## src/asp_pkg.sv

```systemverilog
// asp_pkg: shared constants for the asynchronous serial port block
// assumes a single core clock; mode, timer and register values come from a plain register port
`default_nettype none
package asp_pkg;
	// register port offsets
	localparam logic [3:0] ADDR_SCON0   = 4'h0; // port 0 control/status
	localparam logic [3:0] ADDR_SERIAL_BUFFER_PORT0   = 4'h1; // port 0 serial buffer
	localparam logic [3:0] ADDR_SCON1   = 4'h2; // port 1 control/status
	localparam logic [3:0] ADDR_SERIAL_BUFFER_PORT1   = 4'h3; // port 1 serial buffer
	localparam logic [3:0] ADDR_T2CTL   = 4'h4; // timer 2 control
	localparam logic [3:0] ADDR_RCAPL   = 4'h5; // timer 2 reload low
	localparam logic [3:0] ADDR_RCAPH   = 4'h6; // timer 2 reload high
	localparam logic [3:0] ADDR_MISC    = 4'h7; // baud double bits
	// control field positions (scon)
	localparam int B_MODE_HI = 7; // mode bits 7:6
	localparam int B_MPE     = 5; // multiprocessor enable
	localparam int B_REN     = 4; // receive enable
	localparam int B_TB8     = 3; // transmit ninth bit
	localparam int B_RB8     = 2; // received ninth bit
	localparam int B_TI      = 1; // transmit done
	localparam int B_RI      = 0; // receive done
	// timer 2 control bit positions
	localparam int B_TF2     = 7; // overflow flag
	localparam int B_RCLK    = 5; // rx from timer 2
	localparam int B_TX_BAUD_FROM_TIMER2    = 4; // tx from timer 2
	localparam int B_EXEN    = 3; // external reload enable
	localparam int B_TR2     = 2; // timer run
	// reset values
	localparam logic [7:0]  SCON_RST  = 8'h00;
	localparam logic [15:0] T2_RST    = 16'h0000;
	// timing counts
	localparam logic [3:0] DIV16_LAST = 4'hf; // divide-by-16 rollover
	localparam logic [3:0] SAMP_A     = 4'h7; // majority samples 7,8,9
	localparam logic [3:0] SAMP_C     = 4'h9;
	localparam logic [5:0] M2_DIV64   = 6'h03; // prescaler value at each 1/16-bit tick, /64 baud
	localparam logic [1:0] TI_DELAY   = 2'h2; // mode 1 done delay
	localparam logic [3:0] BITS_M1    = 4'h9; // bits after start, mode 1
	localparam logic [3:0] BITS_M23   = 4'ha; // bits after start, modes 2/3
	// transmit/receive states
	typedef enum logic [1:0] {
		ST_IDLE  = 2'b00,
		ST_WAIT  = 2'b01,
		ST_SHIFT = 2'b10,
		ST_DONE  = 2'b11
	} asp_state_t;
endpackage : asp_pkg
`default_nettype wire

```

## src/asp_top.sv

```systemverilog
// asp_top: two serial ports in modes 1-3; timer 2 baud generator for port 0 only
// assumes timer 1 overflow arrives as a one-cycle pulse; pins synchronous to clk
`default_nettype none
module asp_top
	import asp_pkg::*;
(
	input  wire logic       clk,
	input  wire logic       rst_b,
	input  wire logic [3:0] addr,
	input  wire logic [7:0] wdata,
	input  wire logic       wr,
	input  wire logic       rd,
	output var  logic [7:0] rdata,
	input  wire logic       timer1_overflow,
	input  wire logic       timer2_external_reload_trigger,
	input  wire logic       receive_pin_port0,
	input  wire logic       receive_pin_port1,
	output var  logic       transmit_pin_port0,
	output var  logic       transmit_pin_port1
);
	import asp_pkg::*;

	logic [7:0]  timer2_control_reg;   // timer 2 control
	logic [7:0]  reload_capture_low;   // reload low byte
	logic [7:0]  reload_capture_high;  // reload high byte
	logic [15:0] t2_count;             // timer 2 counter
	logic [1:0]  baud_double_select;   // per-port baud double
	logic [5:0]  m2_div;               // mode 2 prescaler
	logic [7:0]  scon_rd [2];          // status view per port
	logic [7:0]  sbuf_rd [2];          // received byte per port
	logic        t2_baud;              // timer 2 in baud use
	logic        t2_half;              // divide-by-2 phase for baud use

	// timer 2 overflow and baud use; in baud use it counts every other clock
	wire t2_step   = !t2_baud || t2_half;
	wire t2_roll   = timer2_control_reg[B_TR2] && (t2_count == 16'hffff) && t2_step;
	wire tx_baud_from_timer2      = timer2_control_reg[B_TX_BAUD_FROM_TIMER2];
	wire rclk      = timer2_control_reg[B_RCLK];
	assign t2_baud = tx_baud_from_timer2 | rclk;
	wire ext_reload = timer2_control_reg[B_EXEN] && timer2_external_reload_trigger && !t2_baud;
	wire m2_tick_full = (m2_div[1:0] == M2_DIV64[1:0]);
	wire m2_tick_half = (m2_div[0] == M2_DIV64[0]);
	wire wr_t2 = wr && (addr == ADDR_T2CTL);
	// starting the timer loads the reload value so the first overflow is not a full wrap away
	wire t2_start = wr_t2 && wdata[B_TR2] && !timer2_control_reg[B_TR2];

	// timer 2 counter with auto-reload
	always_ff @(posedge clk or negedge rst_b) begin
		if (!rst_b) begin
			t2_count <= T2_RST;
		end else if (t2_start || t2_roll || ext_reload) begin
			t2_count <= {reload_capture_high, reload_capture_low};
		end else if (timer2_control_reg[B_TR2] && t2_step) begin
			t2_count <= t2_count + 16'h0001;
		end
	end

	// timer 2 control, overflow flag; set wins over software write
	always_ff @(posedge clk or negedge rst_b) begin
		if (!rst_b) begin
			timer2_control_reg <= SCON_RST;
		end else begin
			if (wr_t2) begin
				timer2_control_reg <= wdata;
			end
			if (t2_roll && !t2_baud) begin
				timer2_control_reg[B_TF2] <= 1'b1;
			end
		end
	end

	// reload registers, baud double, prescaler
	always_ff @(posedge clk or negedge rst_b) begin
		if (!rst_b) begin
			reload_capture_low  <= 8'h00;
			reload_capture_high <= 8'h00;
			baud_double_select  <= 2'h0;
			m2_div              <= 6'h00;
			t2_half             <= 1'b0;
		end else begin
			m2_div  <= m2_div + 6'h01;
			t2_half <= !t2_half;
			if (wr && addr == ADDR_RCAPL) reload_capture_low <= wdata;
			if (wr && addr == ADDR_RCAPH) reload_capture_high <= wdata;
			if (wr && addr == ADDR_MISC) baud_double_select <= wdata[1:0];
		end
	end

	// read data, one cycle after strobe
	always_ff @(posedge clk or negedge rst_b) begin
		if (!rst_b) begin
			rdata <= 8'h00;
		end else if (rd) begin
			case (addr)
				ADDR_SCON0: rdata <= scon_rd[0];
				ADDR_SERIAL_BUFFER_PORT0: rdata <= sbuf_rd[0];
				ADDR_SCON1: rdata <= scon_rd[1];
				ADDR_SERIAL_BUFFER_PORT1: rdata <= sbuf_rd[1];
				ADDR_T2CTL: rdata <= timer2_control_reg;
				ADDR_RCAPL: rdata <= reload_capture_low;
				ADDR_RCAPH: rdata <= reload_capture_high;
				ADDR_MISC:  rdata <= {6'h00, baud_double_select};
				default:    rdata <= 8'h00;
			endcase
		end else begin
			rdata <= 8'h00;
		end
	end

	// two identical ports; only port 0 sees timer 2
	genvar p;
	generate
		for (p = 0; p < 2; p = p + 1) begin : g_port
			logic [7:0]  ctl;          // mode, mpe, ren, tb8, rb8, ti, ri
			logic [7:0]  rbuf;         // received byte
			logic [8:0]  tsh;          // tx shift: data + ninth
			asp_state_t  tst;          // tx state
			asp_state_t  rst_st;       // rx state
			logic [3:0]  tdiv;         // tx divide-by-16
			logic [3:0]  rdiv;         // rx divide-by-16
			logic [3:0]  tbit;         // tx bit index
			logic [3:0]  rbit;         // rx bit index
			logic [1:0]  tdly;         // mode 1 done delay
			logic [1:0]  smp;          // first two mid-bit samples
			logic [8:0]  rsh;          // rx data + ninth
			logic        rx_q;         // previous rx level
			logic        txo;          // tx pin level

			wire rx_in  = (p == 0) ? receive_pin_port0 : receive_pin_port1;
			wire [1:0] mode = ctl[B_MODE_HI -: 2];
			wire m23    = mode[1];
			wire a_scon = wr && (addr == ((p == 0) ? ADDR_SCON0 : ADDR_SCON1));
			wire a_sbuf = wr && (addr == ((p == 0) ? ADDR_SERIAL_BUFFER_PORT0 : ADDR_SERIAL_BUFFER_PORT1));
			wire tmr_t  = (p == 0 && tx_baud_from_timer2) ? t2_roll : timer1_overflow;
			wire tmr_r  = (p == 0 && rclk) ? t2_roll : timer1_overflow;
			wire m2tk   = baud_double_select[p] ? m2_tick_half : m2_tick_full;
			wire tick_t = (mode == 2'b10) ? m2tk : tmr_t;
			wire tick_r = (mode == 2'b10) ? m2tk : tmr_r;
			wire troll  = tick_t && (tdiv == DIV16_LAST);
			wire [3:0] last_bit = m23 ? BITS_M23 : BITS_M1;
			// third sample is the live pin at the last sampling tick
			wire vote   = (smp[0] & smp[1]) | (smp[1] & rx_in) | (smp[0] & rx_in);
			wire samp_end = tick_r && (rdiv == SAMP_C);
			wire [8:0] rnext = {vote, rsh[8:1]};
			wire stop_ok  = !ctl[B_RI] && (!ctl[B_MPE] || (m23 ? rsh[8] : vote));
			wire accept   = samp_end && rst_st == ST_SHIFT && rbit == last_bit && stop_ok;
			wire ti_set   = (m23 && tst == ST_SHIFT && troll && tbit == last_bit - 4'h1)
			                || (tdly == 2'h1);

			assign scon_rd[p] = ctl;
			assign sbuf_rd[p] = rbuf;

			// transmitter: wait for rollover, then shift frame
			always_ff @(posedge clk or negedge rst_b) begin
				if (!rst_b) begin
					tst  <= ST_IDLE;
					tdiv <= 4'h0;
					tbit <= 4'h0;
					tsh  <= 9'h1ff;
					txo  <= 1'b1;
					tdly <= 2'h0;
				end else begin
					if (tick_t) tdiv <= tdiv + 4'h1;
					if (tdly != 2'h0) tdly <= tdly - 2'h1;
					case (tst)
						ST_IDLE: begin
							if (a_sbuf) begin
								tsh <= {(m23 ? ctl[B_TB8] : 1'b1), wdata};
								tst <= ST_WAIT;
							end
						end
						ST_WAIT: begin
							if (troll) begin
								txo  <= 1'b0;
								tbit <= 4'h0;
								tst  <= ST_SHIFT;
							end
						end
						ST_SHIFT: begin
							if (troll) begin
								if (tbit == last_bit) begin
									tst <= ST_DONE;
									if (!m23) tdly <= TI_DELAY;
								end else begin
									txo  <= (tbit == last_bit - 4'h1) ? 1'b1 : tsh[0];
									tsh  <= {1'b1, tsh[8:1]};
									tbit <= tbit + 4'h1;
								end
							end
						end
						ST_DONE: begin
							tst <= ST_IDLE;
						end
						default: tst <= ST_IDLE;
					endcase
				end
			end

			// receiver: edge detect, 16x sampling, vote, accept
			always_ff @(posedge clk or negedge rst_b) begin
				if (!rst_b) begin
					rst_st <= ST_IDLE;
					rdiv   <= 4'h0;
					rbit   <= 4'h0;
					smp    <= 2'h3;
					rsh    <= 9'h000;
					rx_q   <= 1'b1;
				end else begin
					rx_q <= rx_in;
					if (tick_r) rdiv <= rdiv + 4'h1;
					if (tick_r && rdiv >= SAMP_A && rdiv <= SAMP_C) smp <= {rx_in, smp[1]};
					case (rst_st)
						ST_IDLE: begin
							if (ctl[B_REN] && rx_q && !rx_in) begin
								rdiv   <= 4'h0;
								rbit   <= 4'h0;
								rst_st <= ST_SHIFT;
							end
						end
						ST_SHIFT: begin
							if (samp_end) begin
								if (rbit == 4'h0 && vote) begin
									rst_st <= ST_IDLE;
								end else if (rbit == last_bit) begin
									rst_st <= ST_IDLE;
								end else begin
									rsh  <= rnext;
									rbit <= rbit + 4'h1;
								end
							end
						end
						default: rst_st <= ST_IDLE;
					endcase
				end
			end

			// control register, buffer; hardware set wins over clear
			always_ff @(posedge clk or negedge rst_b) begin
				if (!rst_b) begin
					ctl  <= SCON_RST;
					rbuf <= 8'h00;
				end else begin
					if (a_scon) ctl <= wdata;
					if (ti_set) ctl[B_TI] <= 1'b1;
					if (accept) begin
						rbuf       <= m23 ? rsh[7:0] : rsh[8:1];
						ctl[B_RB8] <= vote && !m23 || (m23 && rsh[8]);
						ctl[B_RI]  <= 1'b1;
					end
				end
			end
		end
	endgenerate

	assign transmit_pin_port0 = g_port[0].txo;
	assign transmit_pin_port1 = g_port[1].txo;
endmodule : asp_top
`default_nettype wire

```

## config.mk

```make
export PLATFORM = sky130hd
export DESIGN_NAME = asp_top
export DESIGN_NICKNAME = d
export VERILOG_FILES = /design/src/asp_pkg.sv /design/src/asp_top.sv
export SDC_FILE = /design/constraint.sdc
export NUM_CORES = 1
export LEC_CHECK = 0
export ABC_AREA = 1
export BUFFER_PORTS_ARGS = -buffer_cell sky130_fd_sc_hd__buf_4
export CORE_AREA = 2 2 147 149
export DETAILED_ROUTE_END_ITERATION = 16
export DIE_AREA = 0 0 149 151
export GPL_TIMING_DRIVEN = 0
export PLACE_DENSITY = 0.68
export SLEW_MARGIN = 10
export SYNTH_ARGS = -nofsm -noshare
export SYNTH_HDL_FRONTEND = slang
export SYNTH_SLANG_ARGS = --single-unit
```

## constraint.sdc

```tcl
create_clock -name clk -period 1.8 [get_ports clk]
set_input_delay 0.27 -clock clk [delete_from_list [all_inputs] [get_ports clk]]
set_output_delay 0.27 -clock clk [all_outputs]
set_load 0.05 [all_outputs]
```

# Yosys cells after proc, flatten, opt, wreduce, memory -nomap -nowiden
# Cells that the tools add are included.
[totals]
reg_bits = 177
in_bits = 20
[classes]
n_mux = 101
bitwise = 15
eq_ne = 51
add_sub_neg = 14
n_lt_le_gt_ge = 4
n_reduce_logical = 101
[ops]
columns = ["op", "count"]
rows = [
  ["$mux 4", 20],
  ["$pmux 8 s8", 1],
  ["$mux 2", 28],
  ["$mux 9", 6],
  ["$logic_and 1x1->1", 48],
  ["$pmux 9 s2", 2],
  ["$add 4x1->4 const B", 8],
  ["$mux 16", 2],
  ["$mux 8", 4],
  ["$ne 2x2->1 const B", 16],
  ["$pmux 4 s2", 4],
  ["$reduce_and 4->1", 8],
  ["$reduce_bool 2->1", 14],
  ["$mux 1", 26],
  ["$eq 4x4->1", 6],
  ["$eq 2x2->1 const B", 9],
  ["$add 16x1->16 const B", 1],
  ["$eq 16x16->1 const B", 1],
  ["$eq 4x3->1 const B", 4],
  ["$eq 4x4->1 const B", 4],
  ["$pmux 2 s4", 2],
  ["$logic_not 4->1", 3],
  ["$logic_not 1->1", 11],
  ["$reduce_and 5->1", 2],
  ["other kinds (19)", 56],
]

# Logic depth before layout (Yosys ltp)
# Gate-level depths: netlist of the first run.
[logic_depth]
word_depth = 11
ltp_mapped = 13

# Worst setup path after synthesis of the first run
# OpenSTA, ideal clock, no wires.
[synth_timing]
path_type = "register -> register"
start = "register g_port[1].tst[0]"
end = "register g_port[1].tsh[7]"
period_less_slack_ps = 1812
path_stages_with_launch = 9
t_arrival_ps = 1740
setup_ps = 72
setup_slack_ps = -12
cell_sequence = "dfrtp_1 > inv_1 > ha_1 > clkbuf_1 > clkinv_1 > o2111ai_4 > buf_2 > nand2_1 > o21ai_1"
[synth_between]
elab_chain_len = 3
[synth_rtl]
columns = ["item", "line", "source"]
rows = [
  ["start, declared", "asp_top.sv:117", "asp_state_t tst;"],
  ["start signal, assigned", "asp_top.sv:156", "tst <= ST_IDLE;"],
  ["start signal, assigned", "asp_top.sv:169", "tst <= ST_WAIT;"],
  ["start signal, assigned", "asp_top.sv:176", "tst <= ST_SHIFT;"],
  ["$eq 2x2->1 / $logic_not 2->1 (equally long branches)", "asp_top.sv:165", "case (tst)"],
  ["$ne 2x2->1 (no source line) / $reduce_bool 2->1 (equally long branches)", "n/a", ""],
  ["$reduce_and 4->1 (no source line)", "n/a", ""],
  ["end signal, assigned", "asp_top.sv:168", "tsh <= {(m23 ? ctl[B_TB8] : 1'b1), wdata};"],
  ["end signal, assigned", "asp_top.sv:186", "tsh <= {1'b1, tsh[8:1]};"],
  ["end, declared", "asp_top.sv:116", "logic [8:0] tsh;"],
]
# Several ways; a longest one is shown, not always the timed one.
# A chain may end at the register's enable or synchronous reset.

# Worst setup path after layout of the first run
[layout_timing]
start = "register t2_count[0]"
end = "register g_port[0].rsh[5]"
[layout_between]
elab_chain_len = 7
[layout_rtl]
columns = ["item", "line", "source"]
rows = [
  ["start, declared", "asp_top.sv:26", "logic [15:0] t2_count;"],
  ["start signal, assigned", "asp_top.sv:52", "t2_count <= {reload_capture_high, reload_capture_low};"],
  ["start signal, assigned", "asp_top.sv:54", "t2_count <= t2_count + 16'h0001;"],
  ["$eq 16x16->1", "asp_top.sv:36", "wire t2_roll = timer2_control_reg[B_TR2] && (t2_count == 16'hffff) && t2_step;"],
  ["$logic_and 1x1->1 (2 in series)", "asp_top.sv:36", ""],
  ["$mux 1", "asp_top.sv:135", "wire tmr_r = (p == 0 && rclk) ? t2_roll : timer1_overflow;"],
  ["$mux 1", "asp_top.sv:138", "wire tick_r = (mode == 2'b10) ? m2tk : tmr_r;"],
  ["$logic_and 1x1->1", "asp_top.sv:143", "wire samp_end = tick_r && (rdiv == SAMP_C);"],
  ["$reduce_and 4->1 (no source line)", "n/a", ""],
  ["end signal, assigned", "asp_top.sv:227", "rsh <= rnext;"],
  ["end, declared", "asp_top.sv:125", "logic [8:0] rsh;"],
]
# Every way passes these cells.

==> impl_metrics.xml, run 1 <==
<?xml version="1.0" encoding="UTF-8"?>
<metrics>
  <group name="floorplan">
    <metric name="design.die.area" unit="um2">22500</metric>
    <metric name="row_count" unit="">53</metric>
    <metric name="initial_cell_density_of_the_core" unit="">0.413</metric>
    <metric name="core" unit="um2">20800</metric>
    <metric name="dieWidth" unit="um">149</metric>
    <metric name="floorplan.die.height" unit="um">151</metric>
    <metric name="top_level_ports" unit="">30</metric>
  </group>
  <group name="layout">
    <metric name="drive_above_1_share" unit="">0.234</metric>
    <metric name="reg.largest.list" unit="">g_port.rsh (18), g_port.tsh (18)</metric>
    <metric name="final_cell_count_no_fill" unit="">1414</metric>
    <metric name="num_antenna_cells" unit="">0</metric>
    <metric name="finish.net_count" unit="">1168</metric>
    <metric name="syn_to_final_growth" unit="%">24.1</metric>
  </group>
  <group name="yosys">
    <metric name="syn-cell-area" unit="um2">8610</metric>
    <metric name="seq_cells_post_synth" unit="">171</metric>
    <metric name="synthesis.yosys.warnings" unit="">0</metric>
    <metric name="synth_cell_types" unit="">51</metric>
    <metric name="postSynthAreaPerCell" unit="um2">8.33</metric>
    <metric name="synth-main-ff-cell" unit="">sky130_fd_sc_hd__dfrtp_1</metric>
    <metric name="synth-seq-area-share" unit="">0.501</metric>
    <metric name="synthCells" unit="">1033</metric>
    <metric name="number_of_enable_flip_flop_cells_after_synthesis" unit="">0</metric>
    <metric name="ys_async_sr_fraction" unit="">1.00</metric>
    <metric name="syn_nets" unit="">1075</metric>
  </group>
  <group name="sta">
    <metric name="max_slew_margin" unit="">0.553</metric>
    <metric name="max_freq" unit="MHz">504</metric>
    <metric name="final_clock_period_utilization_by_the_worst_path" unit="">1.10</metric>
    <metric name="tightest_slew" unit="ns">0.670</metric>
    <metric name="postLayoutSetupSlackWorst" unit="ns">-0.184</metric>
    <metric name="timing.final.setup_violations" unit="">60</metric>
    <metric name="finalHoldViolations" unit="">0</metric>
    <metric name="final.min_clock_period" unit="ns">1.98</metric>
    <metric name="unrepaired_setup_endpoints_after_global_routing" unit="">true</metric>
    <metric name="clock-skew-final" unit="ns">0.00934</metric>
    <metric name="holdWs" unit="ns">0.0704</metric>
    <metric name="drv_slew" unit="">0</metric>
  </group>
  <group name="min_path">
    <metric name="worstHoldStart" unit="">wdata[3]</metric>
    <metric name="timing.hold.worst.class" unit="">in2reg</metric>
    <metric name="whs_endpoint" unit="">g_port[0].ctl[3]</metric>
    <metric name="hold_depth" unit="">3</metric>
  </group>
  <group name="critical_path">
    <metric name="path_delay_family" unit="">simple AND/OR/NAND/NOR gates</metric>
    <metric name="cp_data_arrival_time" unit="ns">2.31</metric>
    <metric name="cp_cell_sequence" unit="">ha_2, nand2_2, nor2_4, nand2_4, nor2_4, nand2_4, o21ai_4, buf_6, nand4_4, buf_6, nor2_4, a21oi_2</metric>
    <metric name="crit_buf_inv" unit="">2</metric>
    <metric name="critical_path_required" unit="ns">2.12</metric>
    <metric name="worst_reg_to_reg_path_cell_count" unit="">12</metric>
    <metric name="crit_path_most_repeated_cell" unit="">sky130_fd_sc_hd__nor2_4</metric>
    <metric name="cp_max_fo" unit="">6</metric>
    <metric name="crit_slowest_cell" unit="">sky130_fd_sc_hd__dfrtp_1</metric>
    <metric name="crit-reg2reg-capture" unit="">g_port[0].rsh[5]</metric>
    <metric name="worstSetupPathType" unit="">reg2reg</metric>
    <metric name="critical-path-max-stage-delay" unit="ns">0.36</metric>
    <metric name="critical_path.reg2reg.startpoint" unit="">t2_count[0]</metric>
    <metric name="critPathLaunch" unit="">t2_count[0]</metric>
    <metric name="worst_setup_path_start_kind" unit="">register</metric>
    <metric name="r2r_slack" unit="ns">-0.18</metric>
    <metric name="worst_setup_path_end_kind" unit="">register</metric>
  </group>
  <group name="power">
    <metric name="cellPowerDensity" unit="nW/um2">1480</metric>
    <metric name="sum_of_internal_switching_and_leakage_power" unit="mW">15.8</metric>
    <metric name="power_leakage" unit="nW">5.04</metric>
    <metric name="ir_drop" unit="mV">0.656</metric>
  </group>
  <group name="routing">
    <metric name="drt.antenna.violating_nets" unit="">0</metric>
    <metric name="detail_route.first_pass.iterations" unit="">7</metric>
    <metric name="viasPerCell" unit="">5.14</metric>
    <metric name="sum_of_routed_wire_length_over_all_layers" unit="um">21200</metric>
    <metric name="vias" unit="">7267</metric>
    <metric name="drt-wirelength-per-cell" unit="um">15.0</metric>
    <metric name="drt_iter0_drc" unit="">512</metric>
    <metric name="remaining_drc_errors" unit="">0</metric>
  </group>
  <group name="cts">
    <metric name="tritoncts" unit="">yes</metric>
    <metric name="clk-insertion-delay-late" unit="ns">0.43</metric>
    <metric name="clk_transition_reported_paths" unit="ns">0.07</metric>
    <metric name="cts.root.buffer_cell" unit="">sky130_fd_sc_hd__clkbuf_16</metric>
    <metric name="htree_num_levels" unit="">4</metric>
    <metric name="clock_path_buffers" unit="">2</metric>
    <metric name="cts_buffers" unit="">17</metric>
    <metric name="clock_sinks" unit="">171</metric>
  </group>
  <group name="grt">
    <metric name="number_of_antenna_violations_at_the_first_check_in_global_routing" unit="">0</metric>
    <metric name="grtUsageTotal" unit="">0.194</metric>
    <metric name="globalRouteOverflowTotal" unit="">0</metric>
    <metric name="grt_pass1_wl" unit="um">34400</metric>
    <metric name="grt_start_max_net_pins" unit="">87</metric>
    <metric name="number_of_global_route_vias_before_repair" unit="">6757</metric>
  </group>
  <group name="placement">
    <metric name="place.detailed.instances" unit="">1338</metric>
    <metric name="post-dp-hpwl" unit="um">14500</metric>
    <metric name="gpl.final_weighted_congestion" unit="">0.911</metric>
    <metric name="worst_setup_slack_post_dpl" unit="ns">-0.465</metric>
    <metric name="port_buffers" unit="">29</metric>
  </group>
  <group name="status">
    <metric name="outcome" unit="">finished with violations</metric>
    <metric name="failed_checks" unit="">setup timing</metric>
  </group>
  <group name="run">
    <metric name="maxCapViolCount" unit="">0</metric>
  </group>
</metrics>
## kinds of logic after synthesis
family,share of synthesized area
compound gates,0.153
flops,0.501
simple gates,0.222
buf+inv,0.0669
mux,0.00727
fa+ha+maj,0.0320
xor+xnor,0.0173
## power breakdown
group	switching, mW	total (mW)	internal, mW
Combinational	3.41	5.67	2.26
Clock	1.74	3.73	1.99
Sequential	1.07	6.39	5.32
## Yosys cell counts (4+ instances only)
cell / number / area (um2)
sky130_fd_sc_hd__nand3_1: 55 / 275
sky130_fd_sc_hd__nand4_1: 10 / 62.6
sky130_fd_sc_hd__o2111ai_1: 4 / 35.0
sky130_fd_sc_hd__dfstp_2: 26 / 683
sky130_fd_sc_hd__o21ai_0: 131 / 656
sky130_fd_sc_hd__inv_1: 117 / 439
sky130_fd_sc_hd__nor2_2: 4 / 25.0
sky130_fd_sc_hd__o31ai_1: 4 / 30.0
sky130_fd_sc_hd__nor3_1: 10 / 50.1
sky130_fd_sc_hd__a221oi_1: 5 / 43.8
sky130_fd_sc_hd__xor2_1: 12 / 105
sky130_fd_sc_hd__o21ai_2: 10 / 87.6
sky130_fd_sc_hd__buf_2: 4 / 20.0
sky130_fd_sc_hd__mux2i_1: 4 / 40.0
sky130_fd_sc_hd__nor2_1: 66 / 248
sky130_fd_sc_hd__dfrtp_1: 145 / 3630
sky130_fd_sc_hd__xnor2_1: 5 / 43.8
sky130_fd_sc_hd__nand2_1: 276 / 1040
sky130_fd_sc_hd__clkbuf_1: 14 / 52.6
sky130_fd_sc_hd__a21oi_1: 39 / 195
sky130_fd_sc_hd__ha_1: 22 / 275
sky130_fd_sc_hd__nand2_2: 6 / 37.5
sky130_fd_sc_hd__o21ai_1: 8 / 40.0
sky130_fd_sc_hd__o211ai_1: 9 / 67.6
## stage by stage
stage / cell area [um2] / TNS (ns) / util
final: 10700 / -6.41 / 0.513
after CTS: 10300 / -7.17 / 0.495
after floorplan: 8610 / 0 / -
after global placement: 9170 / -101.85 / 0.440
after global routing: 10700 / -14.74 / 0.513
after detailed placement: 9200 / -22.64 / 0.442
## timing repair
item                                    4_1_cts  5_1_grt
buffers inserted                             24       13
endpoints found under the setup margin      102      106
pin swaps                                    29       21
hold buffers                                  3        0
hold endpoints to repair                     76        0
gates resized for setup                      83       92
gates cloned                                  5        2
## tightest hold or removal path, stage by stage
cell and delay (ns):
sky130_fd_sc_hd__buf_4 0.09, sky130_fd_sc_hd__nand2_1 0.04, sky130_fd_sc_hd__o21ai_0 0.05
## how the worst max path moves through the flow
stage / slack (ns) / end / depth (start not counted)
detailed placement: -0.46 / t2_count[7] / 12
CTS: -0.20 / g_port[0].rsh[5] / 12
finish: -0.18 / g_port[0].rsh[5] / 12
floorplan: 0.0009 / g_port[0].rbuf[1] / 12
global placement: -0.57 / g_port[0].rbit[2] / 1
global route: -0.29 / g_port[0].rsh[5] / 12
## layout make-up
cell class	instances	area (um2)
plain buffers	20	146
clock buffers	17	425
clock inverters	15	171
fillers	1904	10100
inverters	124	483
multi-input cells	717	4140
flip-flops and latches	171	4310
well taps	275	344
repair buffers	75	666
## placed cells by master (no fill, tap or decap), types with 16 or more instances in the layout
cell type	count
sky130_fd_sc_hd__nand2_1	251
sky130_fd_sc_hd__dfrtp_1	144
sky130_fd_sc_hd__inv_1	112
sky130_fd_sc_hd__o21ai_0	112
sky130_fd_sc_hd__buf_4	58
sky130_fd_sc_hd__nor2_1	57
sky130_fd_sc_hd__nand3_1	38
sky130_fd_sc_hd__a21oi_1	33
sky130_fd_sc_hd__dfstp_2	26
sky130_fd_sc_hd__o21ai_1	18
sky130_fd_sc_hd__o21ai_2	18
sky130_fd_sc_hd__ha_1	18
sky130_fd_sc_hd__nand2_4	17
sky130_fd_sc_hd__nand3_2	17
sky130_fd_sc_hd__buf_6	17
sky130_fd_sc_hd__clkbuf_16	17
sky130_fd_sc_hd__nand2_2	16
## routing by layer
layer	share of wire	GRT usage
met2	0.48	0.318
met5	0	0
met1	0.45	0.263
met4	0.022	0.0762
met3	0.043	0.0256
Note: power is estimated with default switching activity, not from simulation.
==> inputs of run 2 (changes only) <==
Settings changed: GPL_TIMING_DRIVEN 0 to 1.
==> run 2 against run 1 <==
Net effect: the flow still finishes with violations (setup timing); design area is 2.9% higher; maximum frequency is 2.5% higher; final cell count is 2.3% higher; critical path depth is 1 higher; largest cell class unchanged.
==> impl_metrics.xml, run 2 (synthesized netlist as in run 1, its figures left out) <==
<?xml version="1.0" encoding="UTF-8"?>
<metrics>
  <group name="power">
    <metric name="combPwrFrac" unit="">0.370</metric>
    <metric name="cellPowerDensity" unit="nW/um2">1450</metric>
    <metric name="sw_frac_of_total" unit="">0.383</metric>
    <metric name="internal_power" unit="mW">9.86</metric>
    <metric name="ir_drop" unit="mV">0.576</metric>
    <metric name="total_switching_power" unit="mW">6.13</metric>
    <metric name="share_seq_of_total_power" unit="">0.397</metric>
    <metric name="power_leakage" unit="nW">5.28</metric>
    <metric name="clkPwrFrac" unit="">0.233</metric>
    <metric name="sum_of_internal_switching_and_leakage_power" unit="mW">16.0</metric>
  </group>
  <group name="routing">
    <metric name="sum_of_routed_wire_length_over_all_layers" unit="um">21800</metric>
    <metric name="drt-wirelength-per-cell" unit="um">15.0</metric>
    <metric name="vias" unit="">7402</metric>
    <metric name="remaining_drc_errors" unit="">0</metric>
    <metric name="drt.antenna.violating_nets" unit="">0</metric>
    <metric name="viasPerCell" unit="">5.12</metric>
    <metric name="drt_iter0_drc" unit="">542</metric>
    <metric name="detail_route.first_pass.iterations" unit="">4</metric>
  </group>
  <group name="sta">
    <metric name="tightest_slew" unit="ns">0.523</metric>
    <metric name="max_slew_margin" unit="">0.649</metric>
    <metric name="drv_slew" unit="">0</metric>
    <metric name="finalHoldViolations" unit="">0</metric>
    <metric name="unrepaired_setup_endpoints_after_global_routing" unit="">true</metric>
    <metric name="final.min_clock_period" unit="ns">1.93</metric>
    <metric name="max_freq" unit="MHz">517</metric>
    <metric name="clock-skew-final" unit="ns">0.00912</metric>
    <metric name="timing.final.setup_violations" unit="">46</metric>
    <metric name="postLayoutSetupSlackWorst" unit="ns">-0.134</metric>
    <metric name="final_clock_period_utilization_by_the_worst_path" unit="">1.07</metric>
  </group>
  <group name="status">
    <metric name="outcome" unit="">finished with violations</metric>
    <metric name="failed_checks" unit="">setup timing</metric>
  </group>
  <group name="min_path">
    <metric name="whs_endpoint" unit="">g_port[1].ctl[6]</metric>
    <metric name="hold_depth" unit="">3</metric>
    <metric name="timing.hold.worst.class" unit="">in2reg</metric>
    <metric name="worstHoldStart" unit="">wdata[6]</metric>
  </group>
  <group name="layout">
    <metric name="final_cell_count_no_fill" unit="">1447</metric>
    <metric name="count_of_filler_cells_inserted_in_the_layout" unit="">1891</metric>
    <metric name="drive_above_1_share" unit="">0.265</metric>
    <metric name="finish.net_count" unit="">1201</metric>
    <metric name="final_common_cell" unit="">sky130_fd_sc_hd__nand2_1</metric>
    <metric name="final_core_utilization" unit="">0.528</metric>
    <metric name="layout_common_cells" unit="">238 x sky130_fd_sc_hd__nand2_1, 144 x sky130_fd_sc_hd__dfrtp_1, 115 x sky130_fd_sc_hd__inv_1</metric>
    <metric name="reg.largest.list" unit="">g_port.rsh (18), g_port.tsh (18)</metric>
    <metric name="syn_to_final_growth" unit="%">27.7</metric>
    <metric name="num_antenna_cells" unit="">0</metric>
  </group>
  <group name="grt">
    <metric name="number_of_antenna_violations_at_the_first_check_in_global_routing" unit="">0</metric>
    <metric name="grt_start_max_net_pins" unit="">59</metric>
    <metric name="number_of_global_route_vias_before_repair" unit="">7013</metric>
    <metric name="grtUsageTotal" unit="">0.196</metric>
    <metric name="globalRouteOverflowTotal" unit="">0</metric>
    <metric name="grt_pass1_wl" unit="um">34800</metric>
  </group>
  <group name="floorplan">
    <metric name="row_count" unit="">53</metric>
    <metric name="top_level_ports" unit="">30</metric>
    <metric name="core" unit="um2">20800</metric>
    <metric name="initial_cell_density_of_the_core" unit="">0.413</metric>
    <metric name="design.die.area" unit="um2">22500</metric>
    <metric name="floorplan.die.height" unit="um">151</metric>
    <metric name="dieWidth" unit="um">149</metric>
  </group>
  <group name="critical_path">
    <metric name="worst_setup_path_start_kind" unit="">register</metric>
    <metric name="cp_max_fo" unit="">5</metric>
    <metric name="r2r_slack" unit="ns">-0.13</metric>
    <metric name="critical_path.reg2reg.startpoint" unit="">t2_count[1]</metric>
    <metric name="worstSetupPathType" unit="">reg2reg</metric>
    <metric name="worst_setup_path_end_kind" unit="">register</metric>
    <metric name="crit-reg2reg-capture" unit="">g_port[0].tdly[0]</metric>
    <metric name="worst_reg_to_reg_path_cell_count" unit="">13</metric>
    <metric name="critical_path_required" unit="ns">2.12</metric>
    <metric name="crit_slowest_cell" unit="">sky130_fd_sc_hd__dfrtp_1</metric>
    <metric name="cp_data_arrival_time" unit="ns">2.26</metric>
    <metric name="cp_cell_sequence" unit="">ha_4, nand2_4, nor2_4, nand2_2, nor2_4, nand3_2, nand2_2, nand3_4, buf_4, buf_4, nand3b_1, nand3_1, inv_1</metric>
    <metric name="critical-path-max-stage-delay" unit="ns">0.39</metric>
  </group>
  <group name="cts">
    <metric name="clock_path_buffers" unit="">2</metric>
    <metric name="clock_sinks" unit="">171</metric>
    <metric name="cts.root.buffer_cell" unit="">sky130_fd_sc_hd__clkbuf_16</metric>
    <metric name="cts_buffers" unit="">17</metric>
    <metric name="clk_transition_reported_paths" unit="ns">0.07</metric>
    <metric name="htree_num_levels" unit="">4</metric>
    <metric name="clk-insertion-delay-late" unit="ns">0.43</metric>
    <metric name="tritoncts" unit="">yes</metric>
  </group>
  <group name="placement">
    <metric name="gpl.final_weighted_congestion" unit="">0.899</metric>
    <metric name="place.detailed.instances" unit="">1390</metric>
    <metric name="worst_setup_slack_post_dpl" unit="ns">-0.248</metric>
    <metric name="port_buffers" unit="">29</metric>
    <metric name="post-dp-hpwl" unit="um">15200</metric>
  </group>
  <group name="run">
    <metric name="maxCapViolCount" unit="">0</metric>
  </group>
</metrics>
run 2: repair_timing:
item	4_1_cts	5_1_grt
gates resized for setup	60	97
hold endpoints to repair	30	0
setup endpoints to repair	68	92
hold buffers	3	0
pin swaps	22	30
gates cloned	0	5
buffers inserted	7	12
run 2: per-stage QoR:
step / TNS [ns] / hold slack, ns / cell area (um2)
after floorplan: 0 / -0.0256 / 8610
final: -3.52 / 0.0657 / 11000
after CTS: -3.22 / 0.0582 / 10500
after global placement: -8.43 / 0.180 / 9680
after detailed placement: -10.31 / 0.177 / 9680
after global routing: -8.92 / 0.0763 / 11000
run 2: layout make-up:
cell class,instances,area [um2],area share
tap,275,344,0.0313
clock buffer,18,439,0.0400
multi-input combinational,718,4150,0.378
inverter,124,482,0.0438
sequential,171,4310,0.392
timing repair buffer,127,1100,0.101
clock inverter,14,159,0.0145
run 2: worst max-delay path by stage:
stage                             end   startpoint  cells after the start  slack, ns
floorplan           g_port[0].rbuf[1]  t2_count[0]                     12     0.0009
global placement    g_port[0].rbuf[1]  t2_count[0]                     12      -0.19
detailed placement  g_port[0].rbuf[5]  t2_count[1]                     12      -0.25
CTS                  g_port[0].tsh[2]  t2_count[1]                     12      -0.13
global route         g_port[0].tsh[2]  t2_count[1]                     12      -0.23
finish              g_port[0].tdly[0]  t2_count[1]                     13      -0.13
run 2: worst max-delay path, delay by kind of cell, from the launching register on:
kind	cells	cell delay, ns
AND/OR/NAND/NOR	9	0.94
buffers and inverters	3	0.32
adder cells (fa/ha/maj)	1	0.16
flip-flops	1	0.39
run 2: power by group through the flow:
stage	clock network (mW)	logic (mW)	registers [mW]
after global routing	3.94	6.70	6.52
after detailed placement	0	5.22	6.28
final	3.72	5.91	6.35
after floorplan	0	3.56	6.17
after global placement	0	5.04	6.26
after CTS	3.78	5.45	6.27
run 2: per-layer routing:
metal  track usage  share of wire  wire [um]
met5             0              0          0
met4        0.0819          0.031        668
met3        0.0268          0.030        651
met2         0.320           0.48      10500
met1         0.263           0.46      10000
==> inputs of run 3 (changes only) <==
Settings changed: MAX_ROUTING_LAYER from default to met4.
==> run 3 against run 2 <==
Net effect: the run still ends with setup timing left; global-route usage grew 0.83 points; core utilization grew 0.62 points; sequential power is essentially flat; flip-flop and latch count is the same; design area grew 1.2%; combinational power grew 5.9%; maximum frequency shrank 3.3%.
==> impl_metrics.xml, run 3 (synthesized netlist as in run 1, its figures left out) <==
<?xml version="1.0" encoding="UTF-8"?>
<metrics>
  <group name="status">
    <metric name="outcome" unit="">finished with violations</metric>
    <metric name="failed_checks" unit="">setup timing</metric>
  </group>
  <group name="run">
    <metric name="maxCapViolCount" unit="">0</metric>
  </group>
  <group name="layout">
    <metric name="reg.largest.list" unit="">g_port.rsh (18), g_port.tsh (18)</metric>
    <metric name="drive_above_1_share" unit="">0.261</metric>
    <metric name="final_common_cell" unit="">sky130_fd_sc_hd__nand2_1</metric>
    <metric name="syn_to_final_growth" unit="%">29.2</metric>
    <metric name="count_of_filler_cells_inserted_in_the_layout" unit="">1818</metric>
    <metric name="finish.net_count" unit="">1202</metric>
    <metric name="num_antenna_cells" unit="">0</metric>
    <metric name="final_core_utilization" unit="">0.534</metric>
    <metric name="layout_common_cells" unit="">242 x sky130_fd_sc_hd__nand2_1, 144 x sky130_fd_sc_hd__dfrtp_1, 115 x sky130_fd_sc_hd__inv_1</metric>
  </group>
  <group name="floorplan">
    <metric name="design.die.area" unit="um2">22500</metric>
    <metric name="core" unit="um2">20800</metric>
    <metric name="row_count" unit="">53</metric>
    <metric name="dieWidth" unit="um">149</metric>
    <metric name="floorplan.die.height" unit="um">151</metric>
    <metric name="initial_cell_density_of_the_core" unit="">0.413</metric>
    <metric name="top_level_ports" unit="">30</metric>
  </group>
  <group name="power">
    <metric name="ir_drop" unit="mV">0.576</metric>
    <metric name="sum_of_internal_switching_and_leakage_power" unit="mW">16.9</metric>
    <metric name="power_leakage" unit="nW">5.32</metric>
    <metric name="cellPowerDensity" unit="nW/um2">1520</metric>
  </group>
  <group name="critical_path">
    <metric name="critical-path-max-stage-delay" unit="ns">0.36</metric>
    <metric name="worstSetupPathType" unit="">reg2reg</metric>
    <metric name="cp_cell_sequence" unit="">ha_2, nand2_2, nor2_4, nand2_2, nor2_4, nand3_2, nand2_4, nand3_4, a21boi_4, buf_12, nand2_4, nand2_1, nand2_1</metric>
    <metric name="worst_setup_path_start_kind" unit="">register</metric>
    <metric name="crit_buf_inv" unit="">1</metric>
    <metric name="critical_path_cell_count" unit="">13</metric>
    <metric name="critical_path_required" unit="ns">2.16</metric>
    <metric name="crit_slowest_cell" unit="">sky130_fd_sc_hd__dfrtp_1</metric>
    <metric name="cp_max_fo" unit="">5</metric>
    <metric name="worst_reg_to_reg_path_cell_count" unit="">13</metric>
    <metric name="worst_setup_path_end_kind" unit="">register</metric>
    <metric name="path_delay_family" unit="">simple AND/OR/NAND/NOR gates</metric>
    <metric name="cp_data_arrival_time" unit="ns">2.36</metric>
  </group>
  <group name="cts">
    <metric name="clock_path_buffers" unit="">2</metric>
    <metric name="clk-insertion-delay-late" unit="ns">0.43</metric>
    <metric name="clock_sinks" unit="">171</metric>
    <metric name="cts_buffers" unit="">17</metric>
    <metric name="htree_num_levels" unit="">4</metric>
    <metric name="clk_transition_reported_paths" unit="ns">0.07</metric>
    <metric name="tritoncts" unit="">yes</metric>
    <metric name="cts.root.buffer_cell" unit="">sky130_fd_sc_hd__clkbuf_16</metric>
  </group>
  <group name="sta">
    <metric name="clock-skew-final" unit="ns">0.0102</metric>
    <metric name="timing.final.setup_violations" unit="">64</metric>
    <metric name="max_freq" unit="MHz">500</metric>
    <metric name="setup-tns-final" unit="ns">-7.50</metric>
    <metric name="tightest_slew" unit="ns">0.579</metric>
    <metric name="final_clock_period_utilization_by_the_worst_path" unit="">1.11</metric>
    <metric name="holdWs" unit="ns">0.0691</metric>
    <metric name="drv_slew" unit="">0</metric>
    <metric name="finalHoldViolations" unit="">0</metric>
    <metric name="max_slew_margin" unit="">0.614</metric>
    <metric name="unrepaired_setup_endpoints_after_global_routing" unit="">true</metric>
    <metric name="final.min_clock_period" unit="ns">2.00</metric>
    <metric name="postLayoutSetupSlackWorst" unit="ns">-0.201</metric>
  </group>
  <group name="placement">
    <metric name="gpl.final_weighted_congestion" unit="">0.923</metric>
    <metric name="port_buffers" unit="">29</metric>
    <metric name="post-dp-hpwl" unit="um">15100</metric>
  </group>
  <group name="grt">
    <metric name="grtUsageTotal" unit="">0.204</metric>
    <metric name="grt_start_max_net_pins" unit="">44</metric>
    <metric name="number_of_global_route_vias_before_repair" unit="">6988</metric>
    <metric name="grt_pass1_wl" unit="um">34900</metric>
    <metric name="number_of_antenna_violations_at_the_first_check_in_global_routing" unit="">0</metric>
    <metric name="globalRouteOverflowTotal" unit="">0</metric>
  </group>
  <group name="routing">
    <metric name="detail_route.first_pass.iterations" unit="">5</metric>
    <metric name="vias" unit="">7450</metric>
    <metric name="remaining_drc_errors" unit="">0</metric>
    <metric name="viasPerCell" unit="">5.15</metric>
    <metric name="drt.antenna.violating_nets" unit="">0</metric>
    <metric name="drt-wirelength-per-cell" unit="um">15.4</metric>
    <metric name="drt_iter0_drc" unit="">609</metric>
    <metric name="sum_of_routed_wire_length_over_all_layers" unit="um">22300</metric>
  </group>
  <group name="min_path">
    <metric name="timing.hold.worst.class" unit="">in2reg</metric>
    <metric name="hold_depth" unit="">3</metric>
  </group>
</metrics>
## run 3: cell count changes in the layout (fill, tap and decap cells not counted), sizes merged
cell / change
buf: -2
bufinv: +5
clkinv: -3
clkinvlp: -2
inv: -1
nand2: +1
nand3: +3
## run 3: final timing paths
kind	slack, ns	startpoint	end
max	-0.20	t2_count[1]	g_port[0].tsh[1]
min	0.07	wdata[6]	g_port[1].ctl[6]
max in group asynchronous	0.85	rst_b	transmit_pin_port0
min reg2reg	0.42	t2_half	t2_half
min in group asynchronous	0.32	rst_b	m2_div[0]
max reg2reg	-0.20	t2_count[1]	g_port[0].tsh[1]
## run 3: timing repair
item / in CTS / in global routing
setup endpoints to repair: 68 / 90
resized for setup: 66 / 90
gates cloned: 3 / 3
pin swaps: 19 / 32
endpoints found under the hold margin: 28 / 0
setup buffers: 7 / 12
hold buffers: 3 / 0
## run 3: layout make-up
cell class	instances	area, um2	area share
inverters	124	489	0.0440
well taps	275	344	0.0309
clock inverters	13	263	0.0236
flip-flops and latches	171	4310	0.388
multi-input cells	722	4200	0.378
repair buffers	124	1080	0.0971
clock buffers	19	433	0.0389
## run 3: worst min-delay path, stage by stage
cell and delay (ns):
sky130_fd_sc_hd__buf_4 0.09, sky130_fd_sc_hd__nand2_1 0.04, sky130_fd_sc_hd__o21ai_0 0.06
## run 3: stage by stage
stage | instance area, um2 | instances | worst slack (ns)
floorplan | 8610 | 1033 | 0.000944
global placement | 9680 | 1390 | -0.190
detailed placement | 9680 | 1390 | -0.250
CTS | 10700 | 1434 | -0.146
global route | 11100 | 1448 | -0.294
finish | 11100 | 1448 | -0.201
## run 3: metal layers
layer	part of all wire	track usage	up-vias
li1	-	-	3662
met1	0.45	0.265	3586
met2	0.48	0.326	166
met3	0.040	0.0292	36
met4	0.028	0.0795	0
met5	0	-	-
## run 3: where the power goes
group          switching (mW)  internal [mW]
logic                    3.68           2.58
clock network            1.58           2.77
registers                1.00           5.32
total                    6.25           10.7
